**src/design/csf_regs.svh**
```systemverilog
/*
  Register indices, field positions, reset values and timing constants
  for the carrier sense and AGC freeze control block.
  Assumes it is included by bare name from the design files.
*/
`ifndef CSF_REGS_SVH
`define CSF_REGS_SVH

// ----------------------------------------
// Register indices (byte address = 4 * index)
// ----------------------------------------
`define CSF_IDX_FILTER    6'h10
`define CSF_IDX_CS_FREEZE 6'h11
`define CSF_IDX_GAIN_LIM  6'h12
`define CSF_IDX_CONTROL   6'h20
`define CSF_IDX_STATUS    6'h21

// ----------------------------------------
// Reset values
// ----------------------------------------
`define CSF_RST_FILTER    3'h0
`define CSF_RST_CS_FREEZE 8'h65
`define CSF_RST_GAIN_LIM  8'h75
`define CSF_RST_CONTROL   1'h0

// ----------------------------------------
// Field positions
// ----------------------------------------
`define CSF_F_CS_SET_HI   7
`define CSF_F_CS_SET_LO   6
`define CSF_F_CS_CLR      5
`define CSF_F_WAIT_HI     4
`define CSF_F_WAIT_LO     2
`define CSF_F_EXTRA_HI    1
`define CSF_F_EXTRA_LO    0
`define CSF_F_GAIN_FLOOR  7
`define CSF_F_GAIN_CEIL   6
`define CSF_F_LOCK_SHOWS  0

// ----------------------------------------
// Gain steps and hold lengths
// ----------------------------------------
`define CSF_GAIN_MIN      2'h0
`define CSF_GAIN_MED      2'h1
`define CSF_GAIN_MAX      2'h2
`define CSF_WAIT_FOREVER  3'h7
`define CSF_WAIT_C0       6'h10
`define CSF_WAIT_C1       6'h14
`define CSF_WAIT_C2       6'h18
`define CSF_WAIT_C3       6'h1C
`define CSF_WAIT_C4       6'h20
`define CSF_WAIT_C5       6'h28
`define CSF_WAIT_C6       6'h30
`define CSF_EXTRA_BASE    8'h10

// ----------------------------------------
// Rates
// ----------------------------------------
`define CSF_PCLK_HZ       20000000
`define CSF_RATE_UNIT_HZ  100
`define CSF_FILT_BW_HZ    307200
`define CSF_FILT_CLK_HZ   (2 * `CSF_FILT_BW_HZ)
`define CSF_ADC_CLK_HZ    1228800

`endif

```
**src/design/csf_pkg.sv**
```systemverilog
/*
  Types shared by the carrier sense and AGC freeze control block.
  Assumes csf_regs.svh is available for the matching constants.
*/
package csf_pkg;

  typedef enum logic [1:0] {
    PH_IDLE,
    PH_HOLD,
    PH_EXTRA
  } csf_phase_type;

  typedef struct packed {
    logic [23:0] acc;
    logic        tick;
  } csf_tick_state_type;

  typedef struct packed {
    logic [2:0]    cfg_filter;
    logic [7:0]    cfg_cs;
    logic [7:0]    cfg_gain;
    logic          cfg_lock_shows;
    logic [31:0]   prdata;
    logic          pready;
    logic          pslverr;
    logic          lock_s1;
    logic          lock_s2;
    logic          lock_prev;
    logic [1:0]    above_cnt;
    logic          below_cnt;
    logic          carrier;
    csf_phase_type phase;
    logic [5:0]    hold_cnt;
    logic [7:0]    extra_cnt;
    logic          freeze;
    logic          lock_status;
    logic [1:0]    gain_floor;
    logic [1:0]    gain_ceiling;
  } csf_state_type;

endpackage

```
**src/design/csf_rate_tick.sv**
```systemverilog
/*
  Fractional rate generator: one-cycle tick at STEP*UNIT/divisor Hz.
  Assumes pclk at PCLK_HZ and a divisor of 1 to 8 from the same domain.
*/
`timescale 1ns/10ps
`default_nettype none
`include "csf_regs.svh"

module csf_rate_tick #(
  parameter logic [23:0] STEP    = 24'd6144,
  parameter logic [23:0] MODULUS = 24'd200000
) (
  // Clock and reset
  input  wire logic       pclk,
  input  wire logic       presetn,
  // Rate control
  input  wire logic [3:0] divisor,
  // Tick
  output logic            tick
);

  csf_pkg::csf_tick_state_type st;
  csf_pkg::csf_tick_state_type next_st;
  logic [23:0]                 limit;
  logic [23:0]                 sum;

  // ----------------------------------------
  // Accumulate and wrap
  // ----------------------------------------
  // Phase error stays under one pclk period, no drift over time
  always_comb begin
    limit        = MODULUS * {20'h0, divisor};
    sum          = st.acc + STEP;
    next_st      = st;
    next_st.tick = 1'b0;
    if (sum >= limit) begin
      next_st.acc  = sum - limit;
      next_st.tick = 1'b1;
    end else begin
      next_st.acc = sum;
    end
  end

  always_ff @(posedge pclk or negedge presetn) begin
    if (!presetn) begin
      st <= '0;
    end else begin
      st <= next_st;
    end
  end

  assign tick = st.tick;

endmodule
`default_nettype wire

```
**src/design/csf_top.sv**
```systemverilog
/*
  Carrier sense debounce, AGC/AFC/RSSI freeze timing and second front
  amplifier gain limits, with an APB3 register slave.
  Assumes sample strobes and trigger pulses come from pclk logic; the
  PLL lock level is asynchronous and is synchronised here.
*/
// The APB slave port was left to the implementer.
`timescale 1ns/10ps
`default_nettype none
`include "csf_regs.svh"

// How it works
// RQ1 - Carrier sense set after set-code plus one consecutive samples at or above threshold
// RQ2 - Carrier sense cleared after one or two consecutive samples below, per bit
// RQ3 - Frequency switch, lock regained or receive power-up starts the freeze hold
// RQ4 - Hold lasts 16, 20, 24, 28, 32, 40 or 48 filter clocks
// RQ5 - Wait code 7 keeps levels frozen with no timeout
// RQ6 - Filter clock runs at twice the channel filter bandwidth
// RQ7 - Extra freeze of 16, 32, 64 or 128 ADC clocks follows
// RQ8 - Floor bit picks minimum or medium lowest gain step
// RQ9 - Ceiling bit picks medium or maximum highest gain step
// RQ10 - Filter bandwidth is 307.2 kHz over the decimation divisor
// RQ11 - A sample on the opposite side restarts the running counter
module csf_top (
  // APB3 slave
  input  wire logic        pclk,
  input  wire logic        presetn,
  input  wire logic        psel,
  input  wire logic        penable,
  input  wire logic        pwrite,
  input  wire logic [7:0]  paddr,
  input  wire logic [31:0] pwdata,
  output logic [31:0]      prdata,
  output logic             pready,
  output logic             pslverr,
  // Signal strength estimator
  input  wire logic        sample_valid,
  input  wire logic        sample_above,
  // Freeze triggers
  input  wire logic        freq_switch,
  input  wire logic        rx_power_up,
  input  wire logic        pll_lock,
  // Receive chain controls
  output logic             carrier_sense,
  output logic             freeze_levels,
  output logic             lock_status,
  output logic [1:0]       front_gain_floor,
  output logic [1:0]       front_gain_ceiling
);

  csf_pkg::csf_state_type st;
  csf_pkg::csf_state_type next_st;
  logic                   filt_tick;
  logic                   adc_tick;
  logic [3:0]             divisor;
  logic                   trigger;
  logic [1:0]             cs_set;
  logic                   cs_clr;
  logic [2:0]             wait_code;
  logic [1:0]             extra_code;
  logic [5:0]             hold_len;
  logic [7:0]             extra_len;
  logic                   setup;
  logic                   commit;
  logic [5:0]             index;
  logic                   hit;
  logic [31:0]            rd_word;

  // ----------------------------------------
  // Rate generators
  // ----------------------------------------
  // RQ10 divisor from decimation field
  assign divisor = {1'b0, st.cfg_filter} + 4'h1;

  // RQ6 filter clock at twice bandwidth
  csf_rate_tick #(
    .STEP    (24'(`CSF_FILT_CLK_HZ / `CSF_RATE_UNIT_HZ)),
    .MODULUS (24'(`CSF_PCLK_HZ / `CSF_RATE_UNIT_HZ))
  ) u_filt_tick (
    .pclk    (pclk),
    .presetn (presetn),
    .divisor (divisor),
    .tick    (filt_tick)
  );

  csf_rate_tick #(
    .STEP    (24'(`CSF_ADC_CLK_HZ / `CSF_RATE_UNIT_HZ)),
    .MODULUS (24'(`CSF_PCLK_HZ / `CSF_RATE_UNIT_HZ))
  ) u_adc_tick (
    .pclk    (pclk),
    .presetn (presetn),
    .divisor (4'h1),
    .tick    (adc_tick)
  );

  // ----------------------------------------
  // Field decode
  // ----------------------------------------
  assign cs_set     = st.cfg_cs[`CSF_F_CS_SET_HI:`CSF_F_CS_SET_LO];
  assign cs_clr     = st.cfg_cs[`CSF_F_CS_CLR];
  assign wait_code  = st.cfg_cs[`CSF_F_WAIT_HI:`CSF_F_WAIT_LO];
  assign extra_code = st.cfg_cs[`CSF_F_EXTRA_HI:`CSF_F_EXTRA_LO];

  // RQ4 hold length table
  always_comb begin
    unique case (wait_code)
      3'h0:    hold_len = `CSF_WAIT_C0;
      3'h1:    hold_len = `CSF_WAIT_C1;
      3'h2:    hold_len = `CSF_WAIT_C2;
      3'h3:    hold_len = `CSF_WAIT_C3;
      3'h4:    hold_len = `CSF_WAIT_C4;
      3'h5:    hold_len = `CSF_WAIT_C5;
      default: hold_len = `CSF_WAIT_C6;
    endcase
  end

  // RQ7 extra freeze doubles per code
  assign extra_len = `CSF_EXTRA_BASE << extra_code;

  // RQ3 any of the three events
  assign trigger = freq_switch | rx_power_up | (st.lock_s2 & ~st.lock_prev);

  // ----------------------------------------
  // APB decode
  // ----------------------------------------
  assign setup  = psel & ~penable;
  assign commit = psel & penable & st.pready & pwrite & ~st.pslverr;
  assign index  = paddr[7:2];

  always_comb begin
    hit     = (paddr[1:0] == 2'h0);
    rd_word = 32'h0;
    unique case (index)
      `CSF_IDX_FILTER:    rd_word = {29'h0, st.cfg_filter};
      `CSF_IDX_CS_FREEZE: rd_word = {24'h0, st.cfg_cs};
      `CSF_IDX_GAIN_LIM:  rd_word = {24'h0, st.cfg_gain};
      `CSF_IDX_CONTROL:   rd_word = {31'h0, st.cfg_lock_shows};
      `CSF_IDX_STATUS:    rd_word = {26'h0, st.phase, st.freeze, st.carrier,
                                     st.lock_s2, st.lock_status};
      default:            hit = 1'b0;
    endcase
  end

  // ----------------------------------------
  // Next state
  // ----------------------------------------
  always_comb begin
    next_st         = st;
    next_st.pready  = 1'b0;
    next_st.pslverr = 1'b0;

    // No wait state: answer in the first access cycle
    if (setup) begin
      next_st.pready  = 1'b1;
      next_st.pslverr = ~hit;
      next_st.prdata  = pwrite ? 32'h0 : (hit ? rd_word : 32'h0);
    end
    if (commit) begin
      unique case (index)
        `CSF_IDX_FILTER:    next_st.cfg_filter     = pwdata[2:0];
        `CSF_IDX_CS_FREEZE: next_st.cfg_cs         = pwdata[7:0];
        `CSF_IDX_GAIN_LIM:  next_st.cfg_gain       = pwdata[7:0];
        `CSF_IDX_CONTROL:   next_st.cfg_lock_shows = pwdata[`CSF_F_LOCK_SHOWS];
        default:            next_st.cfg_lock_shows = st.cfg_lock_shows;
      endcase
    end

    // Lock pin passes two flops before use
    next_st.lock_s1   = pll_lock;
    next_st.lock_s2   = st.lock_s1;
    next_st.lock_prev = st.lock_s2;

    if (sample_valid) begin
      if (sample_above) begin
        // RQ11 opposite run restarts
        next_st.below_cnt = 1'b0;
        // RQ1 set after set-code plus one
        if (st.above_cnt >= cs_set) begin
          next_st.carrier = 1'b1;
        end else begin
          next_st.above_cnt = st.above_cnt + 2'h1;
        end
      end else begin
        // RQ11 opposite run restarts
        next_st.above_cnt = 2'h0;
        // RQ2 clear after one or two
        if (st.below_cnt >= cs_clr) begin
          next_st.carrier = 1'b0;
        end else begin
          next_st.below_cnt = 1'b1;
        end
      end
    end

    // RQ3 trigger restarts the hold
    if (wait_code == `CSF_WAIT_FOREVER) begin
      // RQ5 frozen with no timeout
      next_st.phase  = csf_pkg::PH_IDLE;
      next_st.freeze = 1'b1;
    end else if (trigger) begin
      next_st.phase    = csf_pkg::PH_HOLD;
      next_st.hold_cnt = 6'h0;
      next_st.freeze   = 1'b1;
    end else begin
      unique case (st.phase)
        csf_pkg::PH_IDLE: begin
          next_st.freeze = 1'b0;
        end
        csf_pkg::PH_HOLD: begin
          // RQ4 count filter clocks
          if (filt_tick) begin
            if (st.hold_cnt >= hold_len - 6'h1) begin
              next_st.phase     = csf_pkg::PH_EXTRA;
              next_st.extra_cnt = 8'h0;
            end else begin
              next_st.hold_cnt = st.hold_cnt + 6'h1;
            end
          end
        end
        csf_pkg::PH_EXTRA: begin
          // RQ7 count ADC clocks
          if (adc_tick) begin
            if (st.extra_cnt >= extra_len - 8'h1) begin
              next_st.phase  = csf_pkg::PH_IDLE;
              next_st.freeze = 1'b0;
            end else begin
              next_st.extra_cnt = st.extra_cnt + 8'h1;
            end
          end
        end
        default: begin
          next_st.phase = csf_pkg::PH_IDLE;
        end
      endcase
    end

    // RQ1 carrier shown on lock output
    next_st.lock_status = st.cfg_lock_shows ? next_st.carrier : st.lock_s2;

    // RQ8 lowest step
    next_st.gain_floor = st.cfg_gain[`CSF_F_GAIN_FLOOR] ? `CSF_GAIN_MED : `CSF_GAIN_MIN;
    // RQ9 highest step
    next_st.gain_ceiling = st.cfg_gain[`CSF_F_GAIN_CEIL] ? `CSF_GAIN_MAX : `CSF_GAIN_MED;
  end

  // ----------------------------------------
  // State register
  // ----------------------------------------
  always_ff @(posedge pclk or negedge presetn) begin
    if (!presetn) begin
      st                <= '0;
      st.cfg_filter     <= `CSF_RST_FILTER;
      st.cfg_cs         <= `CSF_RST_CS_FREEZE;
      st.cfg_gain       <= `CSF_RST_GAIN_LIM;
      st.cfg_lock_shows <= `CSF_RST_CONTROL;
      st.phase          <= csf_pkg::PH_IDLE;
      st.gain_floor     <= `CSF_GAIN_MIN;
      st.gain_ceiling   <= `CSF_GAIN_MAX;
    end else begin
      st <= next_st;
    end
  end

  assign prdata             = st.prdata;
  assign pready             = st.pready;
  assign pslverr            = st.pslverr;
  assign carrier_sense      = st.carrier;
  assign freeze_levels      = st.freeze;
  assign lock_status        = st.lock_status;
  assign front_gain_floor   = st.gain_floor;
  assign front_gain_ceiling = st.gain_ceiling;
endmodule
`default_nettype wire

```
**config.mk**
```make
export PLATFORM = sky130hd
export DESIGN_NAME = csf_top
export DESIGN_NICKNAME = d
export VERILOG_FILES = /design/src/design/csf_pkg.sv /design/src/design/csf_rate_tick.sv /design/src/design/csf_top.sv
export VERILOG_INCLUDE_DIRS = /design/src /design/src/design
export SDC_FILE = /design/constraint.sdc
export NUM_CORES = 1
export LEC_CHECK = 0
export BUFFER_PORTS_ARGS = -buffer_cell sky130_fd_sc_hd__buf_2
export CAP_MARGIN = 0
export CORE_AREA = 2 2 130 132
export CTS_CLUSTER_DIAMETER = 40
export DETAILED_ROUTE_END_ITERATION = 6
export DIE_AREA = 0 0 132 134
export HOLD_SLACK_MARGIN = 0.02
export PLACE_DENSITY = 0.74
export SLEW_MARGIN = 20
export SYNTH_ARGS = -nofsm -noshare
export SYNTH_HDL_FRONTEND = slang
export SYNTH_HIERARCHICAL = 1
export SYNTH_SLANG_ARGS = --single-unit
```
**constraint.sdc**
```tcl
create_clock -name pclk -period 15.3 [get_ports pclk]
set_input_delay 0.765 -clock pclk [delete_from_list [all_inputs] [get_ports pclk]]
set_output_delay 0.765 -clock pclk [all_outputs]
set_load 0.05 [all_outputs]
```
-- Yosys cells after proc, flatten, opt, wreduce, memory -nomap -nowiden
Index checks and enable logic that the tools add are counted.
- reductions and logical operators: 18
- add/subtract/negate cells: 10
- shift-type cells: 1
- equality and inequality tests: 25
- bitwise gates (word level): 14
- order comparisons: 6
- muxes and demuxes: 36
- multiply operators: 1
- operators with widths (cell ; number):
    32-bit 2-to-1 mux ; 2
    24-bit 2-to-1 mux ; 2
    8-bit case mux with 5 select lines ; 1
    6-bit case mux with 6 select lines ; 1
    24-bit by 13-bit adder with 24-bit output, second input constant ; 1
    24-bit by 14-bit adder with 24-bit output, second input constant ; 1
    24-bit by 18-bit greater-or-equal comparator with 1-bit output, second input constant ; 1
    24-bit by 22-bit greater-or-equal comparator with 1-bit output ; 1
    8-bit 2-to-1 mux ; 3
    24-bit by 18-bit subtractor with 24-bit output, second input constant ; 1
    24-bit by 22-bit subtractor with 24-bit output ; 1
    6-bit by 5-bit equality test with 1-bit output, second input constant ; 3
    12-bit by 4-bit multiplier with 16-bit output, first input constant ; 1
    16-bit 2-to-1 mux ; 1
    8-bit case mux with 2 select lines ; 1
    2-bit 2-to-1 mux ; 7
    6-bit equality test, second input constant ; 2
    1-bit 2-to-1 mux ; 12
    6-bit 2-to-1 mux ; 2
    2-bit AND reduction ; 6
    2-bit != test, second input constant ; 5
    3-bit equality test, second input constant ; 3
    9-bit 2-to-1 mux ; 1
    8-bit by 1-bit adder with 8-bit output, second input constant ; 1
    other kinds (33) ; 51
- register bits: 132
- word-level logic and storage cells: 135
- input port bits: 50

-- Longest topological paths before layout
Gate-level depths: netlist of run 1.
- depth in word-level cells: 9
- mapped depth: 23
- gate-level depth less buffers: 20

-- Hierarchy
Netlist of run 1, hierarchy kept.
- by module, submodules not included (module ; instances ; cells each ; area an instance (µm²)):
    csf_top ; 1 ; 310 ; 3220.6
    csf_rate_tick at u_filt_tick ; 1 ; 258 ; 2323.5
    csf_rate_tick at u_adc_tick ; 1 ; 267 ; 2308.5

-- Worst setup path before layout of run 1
No wires, ideal clock.
- path type: reg-to-reg
- start point: register st[80] in the netlist's numbering
- end point: register u_filt_tick/st[18] in the netlist's numbering
- clock period less this slack: 4932 ps
- stages on the path, launching flop included: 22
- data arrival time: 4807 ps
- slack: 10368 ps
- library setup time: 125 ps
- buffers on the path: 2
- path through: dfrtp_1 ha_1 ha_1 xor2_1 ha_1 a21o_1 ha_1 a21o_1 a21oi_1 o21ai_0 a41oi_1 o21bai_1 xnor2_1 ha_1 nand2_2 or3_1 or4_4 nand3b_4 nor3b_2 buf_6 buf_12 mux2_4
- RTL lines (element ; RTL line ; source):
    start, declared ; csf_top.sv:51 ; csf_pkg::csf_state_type st;
    start signal, assigned ; csf_top.sv:260 ; st <= next_st;
    end signal, assigned ; csf_rate_tick.sv:48 ; st <= next_st;
    end, declared ; csf_rate_tick.sv:22 ; csf_pkg::csf_tick_state_type st;

==> PnR_summary.wiki, run 1 <==
{| class="wikitable"
! Metric !! Value
|-
| Run status || finished, final reports clean
|-
| Total number of vias || 5,947
|-
| Longest Clk Path Bufs || 2
|-
| Met2 global-route usage || 30.0%
|-
| Wire length per cell after detailed routing || 13.7 um
|-
| Final slew viol count || 0
|-
| Number of port buffers || 41
|-
| Data arrival, critical path || 5600 ps
|-
| Register-to-Register Setup Slack || 9920 ps
|-
| Min cycle time layout || 5380 ps
|-
| Row count || 47
|-
| Critical path destination || u_filt_tick/st[19]
|-
| TritonRoute pass-1 iters || 5
|-
| Relative slew slack || 54.1%
|-
| Post-synth ARST share || 100%
|-
| Fin Setup TNS || 0 ps
|-
| Post-CTS clock slew at the launch and capture registers of the worst setup and hold paths || 80 ps
|-
| Instance count on the critical path || 20
|-
| Final HPWL from detailed placement || 11,900 um
|-
| Classification of the worst-slack hold path || reg -> reg
|-
| CP peak stage delay || 530 ps
|-
| Non-filler instance count after layout || 1,111
|-
| Share of Yosys cell area claimed by the top area cell type || 27.4%
|-
| Clock network fraction of design power || 15.0%
|-
| Part of the total power dissipated in combinational logic || 61.8%
|-
| Most common cell type on the critical path || ha_1
|-
| Most crowded layer after global routing || met2
|-
| Cell taking the most area after synthesis || dfrtp_1
|-
| Die outline area || 17,700 um2
|-
| Max Fclk || 0.186 GHz
|-
| Classification of the worst setup path || reg -> reg
|-
| Worst path bufs/invs || 1
|-
| Critical path startpoint category || flop
|-
| CTS resizes || 0
|-
| Clock tree from TritonCTS || done
|-
| Hold Vio Cnt, Final || 0
|-
| P_int || 0.000916 W
|-
| Maximum clock skew at final layout || 14.9 ps
|-
| Placed instance count || 1,095
|-
| Endpoint of the lowest-slack register-to-register path || u_filt_tick/st[19]
|-
| Flop and latch count out of synthesis || 96
|-
| Primary FF master, synth || dfrtp_1
|-
| Global-route wire length before repair || 26,100 um
|-
| Global-route met3 utilization || 2.80%
|-
| Number of nets with antenna violations after detailed routing || 0
|-
| GR Util All Layers || 17.8%
|-
| Sequential share of the synthesized area || 30.8%
|-
| Gpl congestion || 0.857
|-
| Synthesized area divided by synthesized cell count || 9.40 um2
|-
| Number of antenna violations at the first check in global routing || 0
|-
| Post-CTS setup-driven buffer insertion count || 0
|-
| Pin count of the biggest net entering global routing || 52
|-
| Cts-stage hold buffer count || 0
|-
| Crit path max-delay cell type || or4_4
|-
| Synthesized cell area || 7850 um2
|-
| Most used cells in the layout excluding fill and tap cells || ha_1 (87), dfrtp_1 (86), nand2_1 (71)
|-
| Leakage power || 4.00 nW
|-
| Vias/cell || 5.35
|-
| Critical path fanouts, max || 18
|-
| CP endpoint kind || flop
|-
| Origin of the worst setup path || st[80]
|-
| Number of buffers created by CTS || 9
|-
| Max Cap Viol || 0
|-
| Cell family contributing the most delay on the critical path || adder cells
|-
| Post-synth EDFFs || 0
|-
| Most common library cell in the layout ignoring fill and taps || ha_1
|-
| DIE WIDTH || 132 um
|-
| CTS H-tree depth || 3
|-
| Ratio of final minimum period to clock period || 35.1%
|-
| Met1 usage in global routing || 23.9%
|-
| Number of violations reported at the end of detailed-routing iteration 0 || 257
|-
| Overflow left after global routing || 0
|-
| Synth Instances || 835
|-
| RSZ-0062 raised after global routing || no
|-
| Ports || 91
|-
| PwrDens || 191 nW/um2
|-
| Setup-failing EPs final || 0
|-
| Sequential share of power || 23.2%
|-
| Root Buffer || clkbuf_16
|-
| Worst-path cell chain || ha_1 -> ha_1 -> xor2_1 -> ha_1 -> a21o_1 -> ha_1 -> a21o_1 -> a21oi_1 -> o21ai_0 -> a41oi_1 -> o21bai_1 -> xnor2_1 -> ha_1 -> nand2_2 -> or3_1 -> or4_4 -> nand3b_4 -> nor3b_2 -> buf_4 -> mux2_4
|-
| VDD IR-drop max || 0.0816 mV
|-
| Number of global-route vias before repair || 5,564
|-
| Count of antenna diodes in the layout || 0
|-
| Core area || 16,300 um2
|-
| FILL cells || 1,500
|-
| Cell count of the worst reg-to-reg path || 20
|-
| Total of warnings raised by yosys || 6
|-
| Number of remaining DRC errors || 0
|-
| Cell variety after synth || 86
|-
| Startpoint of the worst hold path || next_st[27]
|-
| Ratio of cells with drive above 1 in the final layout || 15.3%
|-
| Data required time of the critical path || 15,530 ps
|-
| Starting density of the core || 48.2%
|-
| Least-Margin Pin Slew || 686 ps
|-
| Skew-Pair Late Insertion Delay || 360 ps
|-
| Switching power as a share of total power || 43.4%
|-
| Layout Nets || 1,025
|-
| Layout overhead on the synthesized area || 7.97%
|-
| Overall die height || 134 um
|-
| Leading post-synthesis cells by cell area || dfrtp_1 (27%), ha_1 (14%), mux2_2 (4.3%)
|-
| Routed WL || 15,200 um
|-
| Worst R2R Start || st[80]
|-
| Reported net switching power || 0.000703 W
|-
| Clock net sink count || 96
|}
==> cell type report <==
cell class	instances	area, um2	share of cell area [%]
Multi-Input combinational cell	679	5020	59.3
Sequential cell	96	2410	28.5
Tap cell	220	275	3.25
Timing Repair Buffer	44	230	2.72
Clock buffer	9	225	2.66
Inverter	56	210	2.48
Clock inverter	7	97.6	1.15
==> cells in the mapped netlist (all sizes together), types with 3 or more instances <==
cell type / n
o21ai: 41
nor2b: 10
a31oi: 3
o2111ai: 6
or4: 3
a21o: 13
xnor2: 37
o311ai: 3
and2: 6
nor2: 51
nor3: 13
o31ai: 7
ha: 87
or4b: 3
o211ai: 7
a22o: 4
a21oi: 58
mux2: 39
nand2: 72
o21a: 6
or2: 3
inv: 56
nand3: 14
a2111oi: 3
dfstp: 10
a21boi: 3
o21bai: 9
and3: 11
clkbuf: 4
a222oi: 5
a211oi: 6
dfrtp: 86
a31o: 3
buf: 46
mux2i: 7
or3: 6
o22ai: 4
xor2: 37
nor3b: 7
nor4: 4
nand2b: 8
nand4: 9
==> power by group through the flow <==
stage	Sequential, W	Combinational (W)	Clock, W
floorplan	0.000368	0.000847	0
global placement	0.000376	0.000965	0
detailed placement	0.000380	0.000986	0
CTS	0.000375	0.000992	0.000248
global route	0.000384	0.00111	0.000261
finish	0.000375	0.00100	0.000243
==> registers in the layout (all words and copies together) (netlist names), 2 cells and up <==
signal / flops
st: 35
u_adc_tick/st: 18
u_filt_tick/st: 18
prdata: 8
cs_set: 2
extra_code: 2
front_gain_ceiling: 2
next_st: 2
==> metal layers <==
metal | vias to the layer above | part of all wire [%]
met3 | 17 | 3.2
li1 | 3018 | -
met4 | 0 | 1.4
met2 | 106 | 48
met5 | - | 0
met1 | 2806 | 47
==> metrics by stage <==
stage	power [W]	utilization (%)	hold WS [ps]	area, um2	worst slack [ps]
after floorplan	0.00121	-	331	8030	10370
after global placement	0.00134	50.1	334	8160	10010
after detailed placement	0.00137	50.1	343	8160	9960
after CTS	0.00162	52.0	360	8480	9920
after global routing	0.00176	52.0	367	8480	9520
final	0.00162	52.0	359	8480	9920
==> kinds of logic after synthesis <==
| kind of cell | after synthesis | share of synthesized area [%] |
|---|---|---|
| muxes | 46 | 6.92 |
| other | 2 | 0.0956 |
| xor gates and xnor gates | 74 | 8.25 |
| buffers and inverters | 106 | 7.46 |
| and+or+nand+nor | 225 | 14.9 |
| adders and majority gates | 89 | 14.4 |
| DFF | 96 | 30.8 |
| AOI/OAI and AO/OA | 197 | 17.2 |
==> worst min path at each step <==
stage                     cells past startpoint          end  slack (ps)
after floorplan                               0  next_st[26]         330
after global placement                        0  next_st[26]         330
after detailed placement                      0  next_st[26]         340
after CTS                                     0  next_st[26]         360
after global routing                          0  next_st[26]         370
final                                         0  next_st[26]         360
Power figures use the tool's default switching activity.
==> run 2: changes to the inputs <==
--- a/config.mk
+++ b/config.mk
@@ -13,7 +13,7 @@
 export DETAILED_ROUTE_END_ITERATION = 6
 export DIE_AREA = 0 0 132 134
 export HOLD_SLACK_MARGIN = 0.02
-export PLACE_DENSITY = 0.74
+export PLACE_DENSITY = 0.77
 export SLEW_MARGIN = 20
 export SYNTH_ARGS = -nofsm -noshare
 export SYNTH_HDL_FRONTEND = slang
==> constraint.sdc (replaced) <==
create_clock -name pclk -period 4.8 [get_ports pclk]
set_input_delay 0.24 -clock pclk [delete_from_list [all_inputs] [get_ports pclk]]
set_output_delay 0.24 -clock pclk [all_outputs]
set_load 0.05 [all_outputs]
==> PnR_summary.wiki, run 2 (synthesized netlist as in run 1, its figures left out) <==
{| class="wikitable"
! Metric !! Value
|-
| Data required time of the critical path || 5040 ps (was 15,530 ps)
|-
| Least-Margin Pin Slew || 667 ps (was 686 ps)
|-
| Most used cells in the layout excluding fill and tap cells || dfrtp_1 (84), ha_1 (80), nand2_1 (71) (was ha_1 (87), dfrtp_1 (86), nand2_1 (71))
|-
| Endpoint of the lowest-slack register-to-register path || u_filt_tick/st[16] (was u_filt_tick/st[19])
|-
| Min cycle time layout || 4710 ps (was 5380 ps)
|-
| Area used by multi-input combinational logic || 5180 um2 (was 5020 um2)
|-
| Number of antenna violations at the first check in global routing || 0 (unchanged)
|-
| Number of buffers created by CTS || 9 (unchanged)
|-
| Overall die height || 134 um (unchanged)
|-
| Final HPWL from detailed placement || 12,100 um (was 11,900 um)
|-
| Leakage power || 4.09 nW (was 4.00 nW)
|-
| P_int || 0.00300 W (was 0.000916 W)
|-
| Global-route wire length before repair || 26,900 um (was 26,100 um)
|-
| Classification of the worst setup path || reg -> reg (unchanged)
|-
| Overflow left after global routing || 0 (unchanged)
|-
| Fin Setup TNS || 0 ps (unchanged)
|-
| Post-CTS clock slew at the launch and capture registers of the worst setup and hold paths || 70 ps (was 80 ps)
|-
| CTS H-tree depth || 3 (unchanged)
|-
| Critical path fanouts, max || 8 (was 18)
|-
| Gpl congestion || 0.919 (was 0.857)
|-
| Reported net switching power || 0.00231 W (was 0.000703 W)
|-
| Data arrival, critical path || 4950 ps (was 5600 ps)
|-
| Most common library cell in the layout ignoring fill and taps || dfrtp_1 (was ha_1)
|-
| Run status || finished, final reports clean (unchanged)
|-
| Cell count of the worst reg-to-reg path || 21 (was 20)
|-
| GR Util All Layers || 18.2% (was 17.8%)
|-
| Number of flip-flops under the largest register name || 35 (unchanged)
|-
| Registers with the most flip-flops || st: 35 flops, u_adc_tick/st: 18 flops, u_filt_tick/st: 18 flops (unchanged)
|-
| Setup-failing EPs final || 0 (unchanged)
|-
| Endpoint of the worst hold-timing path || st[23] (was next_st[26])
|-
| Number of global-route vias before repair || 5,779 (was 5,564)
|-
| Die outline area || 17,700 um2 (unchanged)
|-
| Clock net sink count || 96 (unchanged)
|-
| Number of nets with antenna violations after detailed routing || 0 (unchanged)
|-
| Maximum clock skew at final layout || 11.2 ps (was 14.9 ps)
|-
| Clock network fraction of design power || 13.5% (was 15.0%)
|-
| Starting density of the core || 48.2% (unchanged)
|-
| Switching power as a share of total power || 43.5% (was 43.4%)
|-
| Skew-Pair Late Insertion Delay || 350 ps (was 360 ps)
|-
| Worst R2R Start || st[80] (unchanged)
|-
| Layout overhead on the synthesized area || 12.3% (was 7.97%)
|-
| Classification of the worst-slack hold path || in -> reg (was reg -> reg)
|-
| Post-placement worst setup slack || -0.0959 ps (was 9960 ps)
|-
| Sequential share of power || 22.6% (was 23.2%)
|-
| Area taken by flip-flops and latches || 2420 um2 (was 2410 um2)
|-
| Root Buffer || clkbuf_16 (unchanged)
|-
| VDD IR-drop max || 0.243 mV (was 0.0816 mV)
|-
| Number of remaining DRC errors || 0 (unchanged)
|-
| Ports || 91 (unchanged)
|-
| Hold Vio Cnt, Final || 0 (unchanged)
|-
| Final slew viol count || 0 (unchanged)
|-
| Largest register by flop count || st (unchanged)
|-
| FILL cells || 1,439 (was 1,500)
|-
| Clock tree from TritonCTS || done (unchanged)
|-
| Relative slew slack || 55.3% (was 54.1%)
|-
| Ratio of cells with drive above 1 in the final layout || 19.7% (was 15.3%)
|-
| DIE WIDTH || 132 um (unchanged)
|-
| Core area || 16,300 um2 (unchanged)
|-
| Final critical-path setup slack || 94.7 ps (was 9920 ps)
|-
| CP peak stage delay || 530 ps (about the same)
|-
| Max Cap Viol || 0 (unchanged)
|-
| Ratio of final minimum period to clock period || 98.0% (was 35.1%)
|-
| Register-to-Register Setup Slack || 90 ps (was 9920 ps)
|-
| Layout Nets || 1,046 (was 1,025)
|-
| CP endpoint kind || flop (unchanged)
|-
| Number of port buffers || 41 (unchanged)
|-
| Row count || 47 (unchanged)
|-
| Pin count of the biggest net entering global routing || 56 (was 52)
|-
| Vias/cell || 5.42 (was 5.35)
|-
| Worst-path cell chain || ha_4 -> ha_4 -> xor2_1 -> ha_2 -> a21o_1 -> ha_4 -> a21o_1 -> a21oi_2 -> o21ai_2 -> a41oi_2 -> o21bai_1 -> xnor2_1 -> ha_1 -> nand2_2 -> or3_4 -> or4_4 -> nand3b_4 -> nor3b_2 -> buf_4 -> clkbuf_16 -> mux2_2 (was ha_1 -> ha_1 -> xor2_1 -> ha_1 -> a21o_1 -> ha_1 -> a21o_1 -> a21oi_1 -> o21ai_0 -> a41oi_1 -> o21bai_1 -> xnor2_1 -> ha_1 -> nand2_2 -> or3_1 -> or4_4 -> nand3b_4 -> nor3b_2 -> buf_4 -> mux2_4)
|-
| Number of instances on the worst hold path || 2 (was 0)
|-
| Count of antenna diodes in the layout || 0 (unchanged)
|-
| Routed WL || 16,300 um (was 15,200 um)
|-
| Total number of vias || 6,137 (was 5,947)
|-
| Number of violations reported at the end of detailed-routing iteration 0 || 500 (was 257)
|-
| Critical path startpoint category || flop (unchanged)
|-
| PwrDens || 602 nW/um2 (was 191 nW/um2)
|-
| Longest Clk Path Bufs || 2 (unchanged)
|-
| Crit path max-delay cell type || or4_4 (unchanged)
|-
| Most common cell type on the critical path || ha_4 (was ha_1)
|-
| TritonRoute pass-1 iters || 5 (unchanged)
|-
| Startpoint of the worst hold path || sample_above (was next_st[27])
|-
| Wire length per cell after detailed routing || 14.4 um (was 13.7 um)
|-
| Part of the total power dissipated in combinational logic || 63.9% (was 61.8%)
|-
| Max Fclk || 0.213 GHz (was 0.186 GHz)
|}
run 2: changes by cell type in the layout (fill, tap and decap cells not counted), moves of 4 or more:
cell / change
buf_4: +16
ha_1: -7
ha_4: +5
o21ai_0: -4
run 2: worst max-delay path, delay by kind of cell (launching register included):
family	cells	cell delay, ps
AOI/OAI and AO/OA	6	920
xor gates and xnor gates	2	290
adders and majority gates	5	1190
buffers and inverters	2	340
DFF	1	430
muxes	1	270
and+or+nand+nor	5	1130
run 2: cell type report:
type,instances,share of cell area (%)
Inverter,56,2.38
Sequential cell,96,27.4
Tap cell,220,3.12
Multi-Input combinational cell,679,58.7
Clock buffer,10,2.71
Timing Repair Buffer,65,4.99
Clock inverter,6,0.638
run 2: repair_timing:
action | in CTS | in global routing
setup buffers | 0 | 8
hold buffers | 2 | 0
endpoints found under the hold margin | 42 | 0
pin swaps | 0 | 10
gates resized for setup | 1 | 31
gates cloned | 0 | 2
setup endpoints to repair | 13 | 17
run 2: power groups by stage:
stage,logic (W),registers [W],clock network [W]
finish,0.00339,0.00120,0.000719
floorplan,0.00270,0.00117,0
CTS,0.00325,0.00119,0.000735
detailed placement,0.00322,0.00120,0
global route,0.00378,0.00122,0.000767
global placement,0.00315,0.00120,0
run 2: metrics by stage:
step / hold slack (ps) / utilization (%) / power (W) / instances / cell area [um2]
4_1_cts: 93.9 / 52.6 / 0.00517 / 1123 / 8570
3_3_place_gp: 264 / 50.7 / 0.00435 / 1105 / 8260
6_report: 103 / 54.1 / 0.00531 / 1132 / 8820
2_1_floorplan: -55.6 / - / 0.00387 / 881 / 8040
5_1_grt: 96.1 / 54.1 / 0.00576 / 1132 / 8820
3_5_place_dp: 265 / 50.7 / 0.00442 / 1105 / 8260
run 2: worst max-delay path by stage:
stage,from,endpoint,slack (ps)
floorplan,st[80],u_filt_tick/st[18],20
finish,st[80],u_filt_tick/st[16],90
detailed placement,st[80],u_filt_tick/st[19],-0.1
global route,st[80],u_filt_tick/st[16],-60
CTS,st[80],u_filt_tick/st[20],10
global placement,st[80],u_filt_tick/st[18],140
run 2: per-layer routing:
layer  vias up  routed length (um)  GRT usage [%]
met5         -                   0              0
met4         0                 192           5.68
met3        14                 610           2.12
met2       115                7790           30.2
met1      2946                7710           25.1
li1       3062                   -              -
==> run 3: changes to the inputs <==
--- a/config.mk
+++ b/config.mk
@@ -8,14 +8,13 @@
 export LEC_CHECK = 0
 export BUFFER_PORTS_ARGS = -buffer_cell sky130_fd_sc_hd__buf_2
 export CAP_MARGIN = 0
-export CORE_AREA = 2 2 130 132
+export CORE_AREA = 2 2 121 123
 export CTS_CLUSTER_DIAMETER = 40
 export DETAILED_ROUTE_END_ITERATION = 6
-export DIE_AREA = 0 0 132 134
+export DIE_AREA = 0 0 123 125
 export HOLD_SLACK_MARGIN = 0.02
 export PLACE_DENSITY = 0.77
 export SLEW_MARGIN = 20
 export SYNTH_ARGS = -nofsm -noshare
 export SYNTH_HDL_FRONTEND = slang
-export SYNTH_HIERARCHICAL = 1
 export SYNTH_SLANG_ARGS = --single-unit
==> PnR_summary.wiki, run 3 <==
{| class="wikitable"
! Metric !! Value
|-
| Run status || finished, final reports clean (unchanged)
|-
| Most common cell type on the critical path || ha_1 (was ha_4)
|-
| Share of Yosys cell area claimed by the top area cell type || 31.8% (was 27.4%)
|-
| Post-CTS clock slew at the launch and capture registers of the worst setup and hold paths || 70 ps (about the same)
|-
| Crit path max-delay cell type || ha_1 (was or4_4)
|-
| Post-synth EDFFs || 0 (unchanged)
|-
| Util after Layout || 52.1% (was 54.1%)
|-
| Max Fclk || 0.222 GHz (was 0.213 GHz)
|-
| Total met2 wirelength after detailed routing || 6990 um (was 7790 um)
|-
| Critical path startpoint category || flop (unchanged)
|-
| Starting density of the core || 47.7% (was 48.2%)
|-
| Ratio of final minimum period to clock period || 94.0% (was 98.0%)
|-
| Data arrival, critical path || 4750 ps (was 4950 ps)
|-
| Synthesized-area fraction occupied by adder cells || 8.69% (was 14.4%)
|-
| Number of antenna violations at the first check in global routing || 0 (unchanged)
|-
| Post-placement worst setup slack || 25.6 ps (was -0.0959 ps)
|-
| Number of flip-flops under the largest register name || 35 (unchanged)
|-
| Most common library cell in the layout ignoring fill and taps || dfrtp_1 (unchanged)
|-
| Layout Nets || 851 (was 1,046)
|-
| Number of port buffers || 41 (unchanged)
|-
| Classification of the worst-slack hold path || in -> reg (unchanged)
|-
| Final HPWL from detailed placement || 10,500 um (was 12,100 um)
|-
| Primary FF master, synth || dfrtp_1 (unchanged)
|-
| Total of warnings raised by yosys || 0 (was 6)
|-
| Synthesized cell area || 6770 um2 (was 7850 um2)
|-
| Number of global-route vias before repair || 5,111 (was 5,779)
|-
| Number of remaining DRC errors || 0 (unchanged)
|-
| Core area || 14,200 um2 (was 16,300 um2)
|-
| Synth Instances || 715 (was 835)
|-
| Skew-Pair Late Insertion Delay || 350 ps (about the same)
|-
| Wire length per cell after detailed routing || 15.1 um (was 14.4 um)
|-
| TritonRoute pass-1 iters || 7 (was 5)
|-
| Routed WL || 14,200 um (was 16,300 um)
|-
| Longest Clk Path Bufs || 2 (unchanged)
|-
| Highest metal layer used by the detailed router || met4 (unchanged)
|-
| Worst-path cell chain || inv_1 -> ha_1 -> ha_1 -> ha_1 -> ha_1 -> a21oi_1 -> o21ai_1 -> a21oi_1 -> nor2_1 -> a21oi_1 -> xor2_1 -> ha_1 -> nor2_1 -> a211oi_2 -> o211a_1 -> nor2_1 -> inv_2 -> buf_12 -> mux2_2 (was ha_4 -> ha_4 -> xor2_1 -> ha_2 -> a21o_1 -> ha_4 -> a21o_1 -> a21oi_2 -> o21ai_2 -> a41oi_2 -> o21bai_1 -> xnor2_1 -> ha_1 -> nand2_2 -> or3_4 -> or4_4 -> nand3b_4 -> nor3b_2 -> buf_4 -> clkbuf_16 -> mux2_2)
|-
| Cell with the most instances after synthesis || dfrtp_1 (was ha_1)
|-
| Maximum clock skew at final layout || 4.85 ps (was 11.2 ps)
|-
| Routed met3 length || 539 um (was 610 um)
|-
| Post-synth ARST share || 100% (unchanged)
|-
| Area fraction in and, or, nand and nor cells after synthesis || 16.8% (was 14.9%)
|-
| Ratio of cells with drive above 1 in the final layout || 17.9% (was 19.7%)
|-
| Sequential share of power || 30.0% (was 22.6%)
|-
| Overflow left after global routing || 0 (unchanged)
|-
| Setup-failing EPs final || 0 (unchanged)
|-
| Most used cells in the layout excluding fill and tap cells || dfrtp_1 (86), nand2_1 (48), ha_1 (47) (was dfrtp_1 (84), ha_1 (80), nand2_1 (71))
|-
| CP endpoint kind || flop (unchanged)
|-
| Root Buffer || clkbuf_16 (unchanged)
|-
| Critical path destination || u_filt_tick.st[10] (was u_filt_tick/st[16])
|-
| Registers with the most flip-flops || st: 35 flops, u_adc_tick.st: 18 flops, u_filt_tick.st: 18 flops (was st: 35 flops, u_adc_tick/st: 18 flops, u_filt_tick/st: 18 flops)
|-
| Number of violations reported at the end of detailed-routing iteration 0 || 424 (was 500)
|-
| Reported net switching power || 0.00132 W (was 0.00231 W)
|-
| Vias/cell || 5.67 (was 5.42)
|-
| Total number of vias || 5,347 (was 6,137)
|-
| CTS H-tree depth || 3 (unchanged)
|-
| Clock network fraction of design power || 22.2% (was 13.5%)
|-
| Ports || 91 (unchanged)
|-
| Worst path bufs/invs || 3 (was 2)
|-
| Synthesized area divided by synthesized cell count || 9.47 um2 (was 9.40 um2)
|-
| Min cycle time layout || 4510 ps (was 4710 ps)
|-
| Critical path fanouts, max || 11 (was 8)
|-
| Final slew viol count || 0 (unchanged)
|-
| Instance count on the critical path || 19 (was 21)
|-
| Flop and latch count out of synthesis || 96 (unchanged)
|-
| Gpl congestion || 0.866 (was 0.919)
|-
| Compound-cell area share of the yosys netlist || 16.7% (was 17.2%)
|-
| Overall die height || 125 um (was 134 um)
|-
| PwrDens || 455 nW/um2 (was 602 nW/um2)
|-
| Most instantiated cells after synthesis || dfrtp_1 (86), nand2_1 (48), ha_1 (47), nor2_1 (45), xnor2_1 (45) (was ha_1 (87), dfrtp_1 (86), nand2_1 (71), a21oi_1 (56), inv_1 (56))
|-
| Final Power || 0.00337 W (was 0.00531 W)
|-
| Least-Margin Pin Slew || 936 ps (was 667 ps)
|-
| Global-route wire length before repair || 23,800 um (was 26,900 um)
|-
| Cell family contributing the most delay on the critical path || adder cells (unchanged)
|-
| DIE WIDTH || 123 um (was 132 um)
|-
| P_int || 0.00205 W (was 0.00300 W)
|-
| Cell taking the most area after synthesis || dfrtp_1 (unchanged)
|-
| Count of antenna diodes in the layout || 0 (unchanged)
|-
| Clock net sink count || 96 (unchanged)
|-
| Cell count of the worst reg-to-reg path || 19 (was 21)
|-
| Pin count of the biggest net entering global routing || 62 (was 56)
|-
| Number of nets with antenna violations after detailed routing || 0 (unchanged)
|-
| VDD IR-drop max || 0.257 mV (was 0.243 mV)
|-
| Switching power as a share of total power || 39.1% (was 43.5%)
|-
| Classification of the worst setup path || reg -> reg (unchanged)
|-
| Share of synthesized area spent on multiplexers || 6.58% (was 6.92%)
|-
| Max Cap Viol || 0 (unchanged)
|-
| GR Util All Layers || 19.0% (was 18.2%)
|-
| Cell variety after synth || 71 (was 86)
|-
| Register-to-Register Setup Slack || 290 ps (was 90 ps)
|-
| Number of buffers created by CTS || 9 (unchanged)
|-
| Sequential share of the synthesized area || 35.7% (was 30.8%)
|-
| FILL cells || 1,286 (was 1,439)
|-
| Origin of the worst setup path || st[80] (unchanged)
|-
| Data required time of the critical path || 5040 ps (about the same)
|-
| Metal1 wirelength || 6480 um (was 7710 um)
|-
| Part of the total power dissipated in combinational logic || 47.8% (was 63.9%)
|-
| Relative slew slack || 37.4% (was 55.3%)
|-
| Leading post-synthesis cells by cell area || dfrtp_1 (32%), ha_1 (8.7%), mux2_2 (6.0%) (was dfrtp_1 (27%), ha_1 (14%), mux2_2 (4.3%))
|-
| Clock tree from TritonCTS || done (unchanged)
|-
| Leakage power || 3.38 nW (was 4.09 nW)
|-
| Largest register by flop count || st (unchanged)
|-
| Row count || 44 (was 47)
|-
| CP peak stage delay || 430 ps (was 530 ps)
|-
| RSZ-0062 raised after global routing || no
|-
| Final hold slack || 128 ps (was 103 ps)
|-
| Endpoint of the lowest-slack register-to-register path || u_filt_tick.st[10] (was u_filt_tick/st[16])
|-
| Main combinational cell family by area after synthesis || simple AND/OR/NAND/NOR gates (was compound AO/OA/AOI/OAI gates)
|-
| Final critical-path setup slack || 290 ps (was 94.7 ps)
|-
| Layout overhead on the synthesized area || 9.28% (was 12.3%)
|-
| Post-synthesis xor/xnor area fraction || 8.15% (was 8.25%)
|-
| Fin Setup TNS || 0 ps (unchanged)
|-
| Worst R2R Start || st[80] (unchanged)
|-
| Hold Vio Cnt, Final || 0 (unchanged)
|-
| Die outline area || 15,400 um2 (was 17,700 um2)
|}
## run 3: worst register-to-register path: cells and delay by family, from the launching register on
kind	cells	cell delay, ps
AOI/OAI and AO/OA	6	1110
adders and majority gates	5	1680
and+or+nand+nor	3	330
DFF	1	420
xor gates and xnor gates	1	150
muxes	1	340
buffers and inverters	3	360
## run 3: metal layers
metal | GRT usage (%) | up-vias
met4 | 4.61 | 0
met3 | 4.11 | 16
met5 | 0 | -
met1 | 25.1 | 2609
met2 | 31.5 | 107
li1 | - | 2615
## run 3: final cells by class
type | count | area (um2) | area share [%]
inverter | 41 | 154 | 2.08
clock inverter | 5 | 63.8 | 0.863
timing repair buffer | 55 | 330 | 4.46
sequential | 96 | 2410 | 32.6
multi-input combinational | 551 | 3960 | 53.6
tap | 184 | 230 | 3.11
clock buffer | 11 | 243 | 3.28
## run 3: cells by family after synthesis
family          Yosys count
xor+xnor                 63
compound gates          163
flops                    96
mux                      40
other cells               1
fa+ha+maj                47
simple gates            213
buf+inv                  92
## run 3: power by group through the flow
stage | clock network (W) | logic, W | registers (W)
detailed placement | 0 | 0.00156 | 0.00102
global route | 0.000801 | 0.00179 | 0.00102
CTS | 0.000760 | 0.00158 | 0.00101
global placement | 0 | 0.00153 | 0.00102
finish | 0.000748 | 0.00161 | 0.00101
floorplan | 0 | 0.00124 | 0.00101
## run 3: worst min path at each step
| stage | start | to | slack (ps) | cells after the start |
|---|---|---|---|---|
| global route | sample_above | st[23] | 120 | 2 |
| floorplan | presetn | carrier_sense | -60 | 0 |
| global placement | next_st[27] | next_st[26] | 340 | 0 |
| detailed placement | next_st[27] | next_st[26] | 340 | 0 |
| finish | sample_above | st[23] | 130 | 2 |
| CTS | sample_above | st[23] | 120 | 2 |
## run 3: through the flow
stage	std cells	cell area [um2]
after CTS	942	7370
after global placement	924	7050
after global routing	943	7400
after floorplan	739	6860
after detailed placement	924	7050
final	943	7400
## run 3: timing repair
item | CTS | global route
endpoints found under the hold margin | 52 | 0
buffers inserted | 0 | 1
gates resized for setup | 1 | 4
setup endpoints to repair | 1 | 11
pin swaps | 0 | 1
hold buffers | 2 | 0
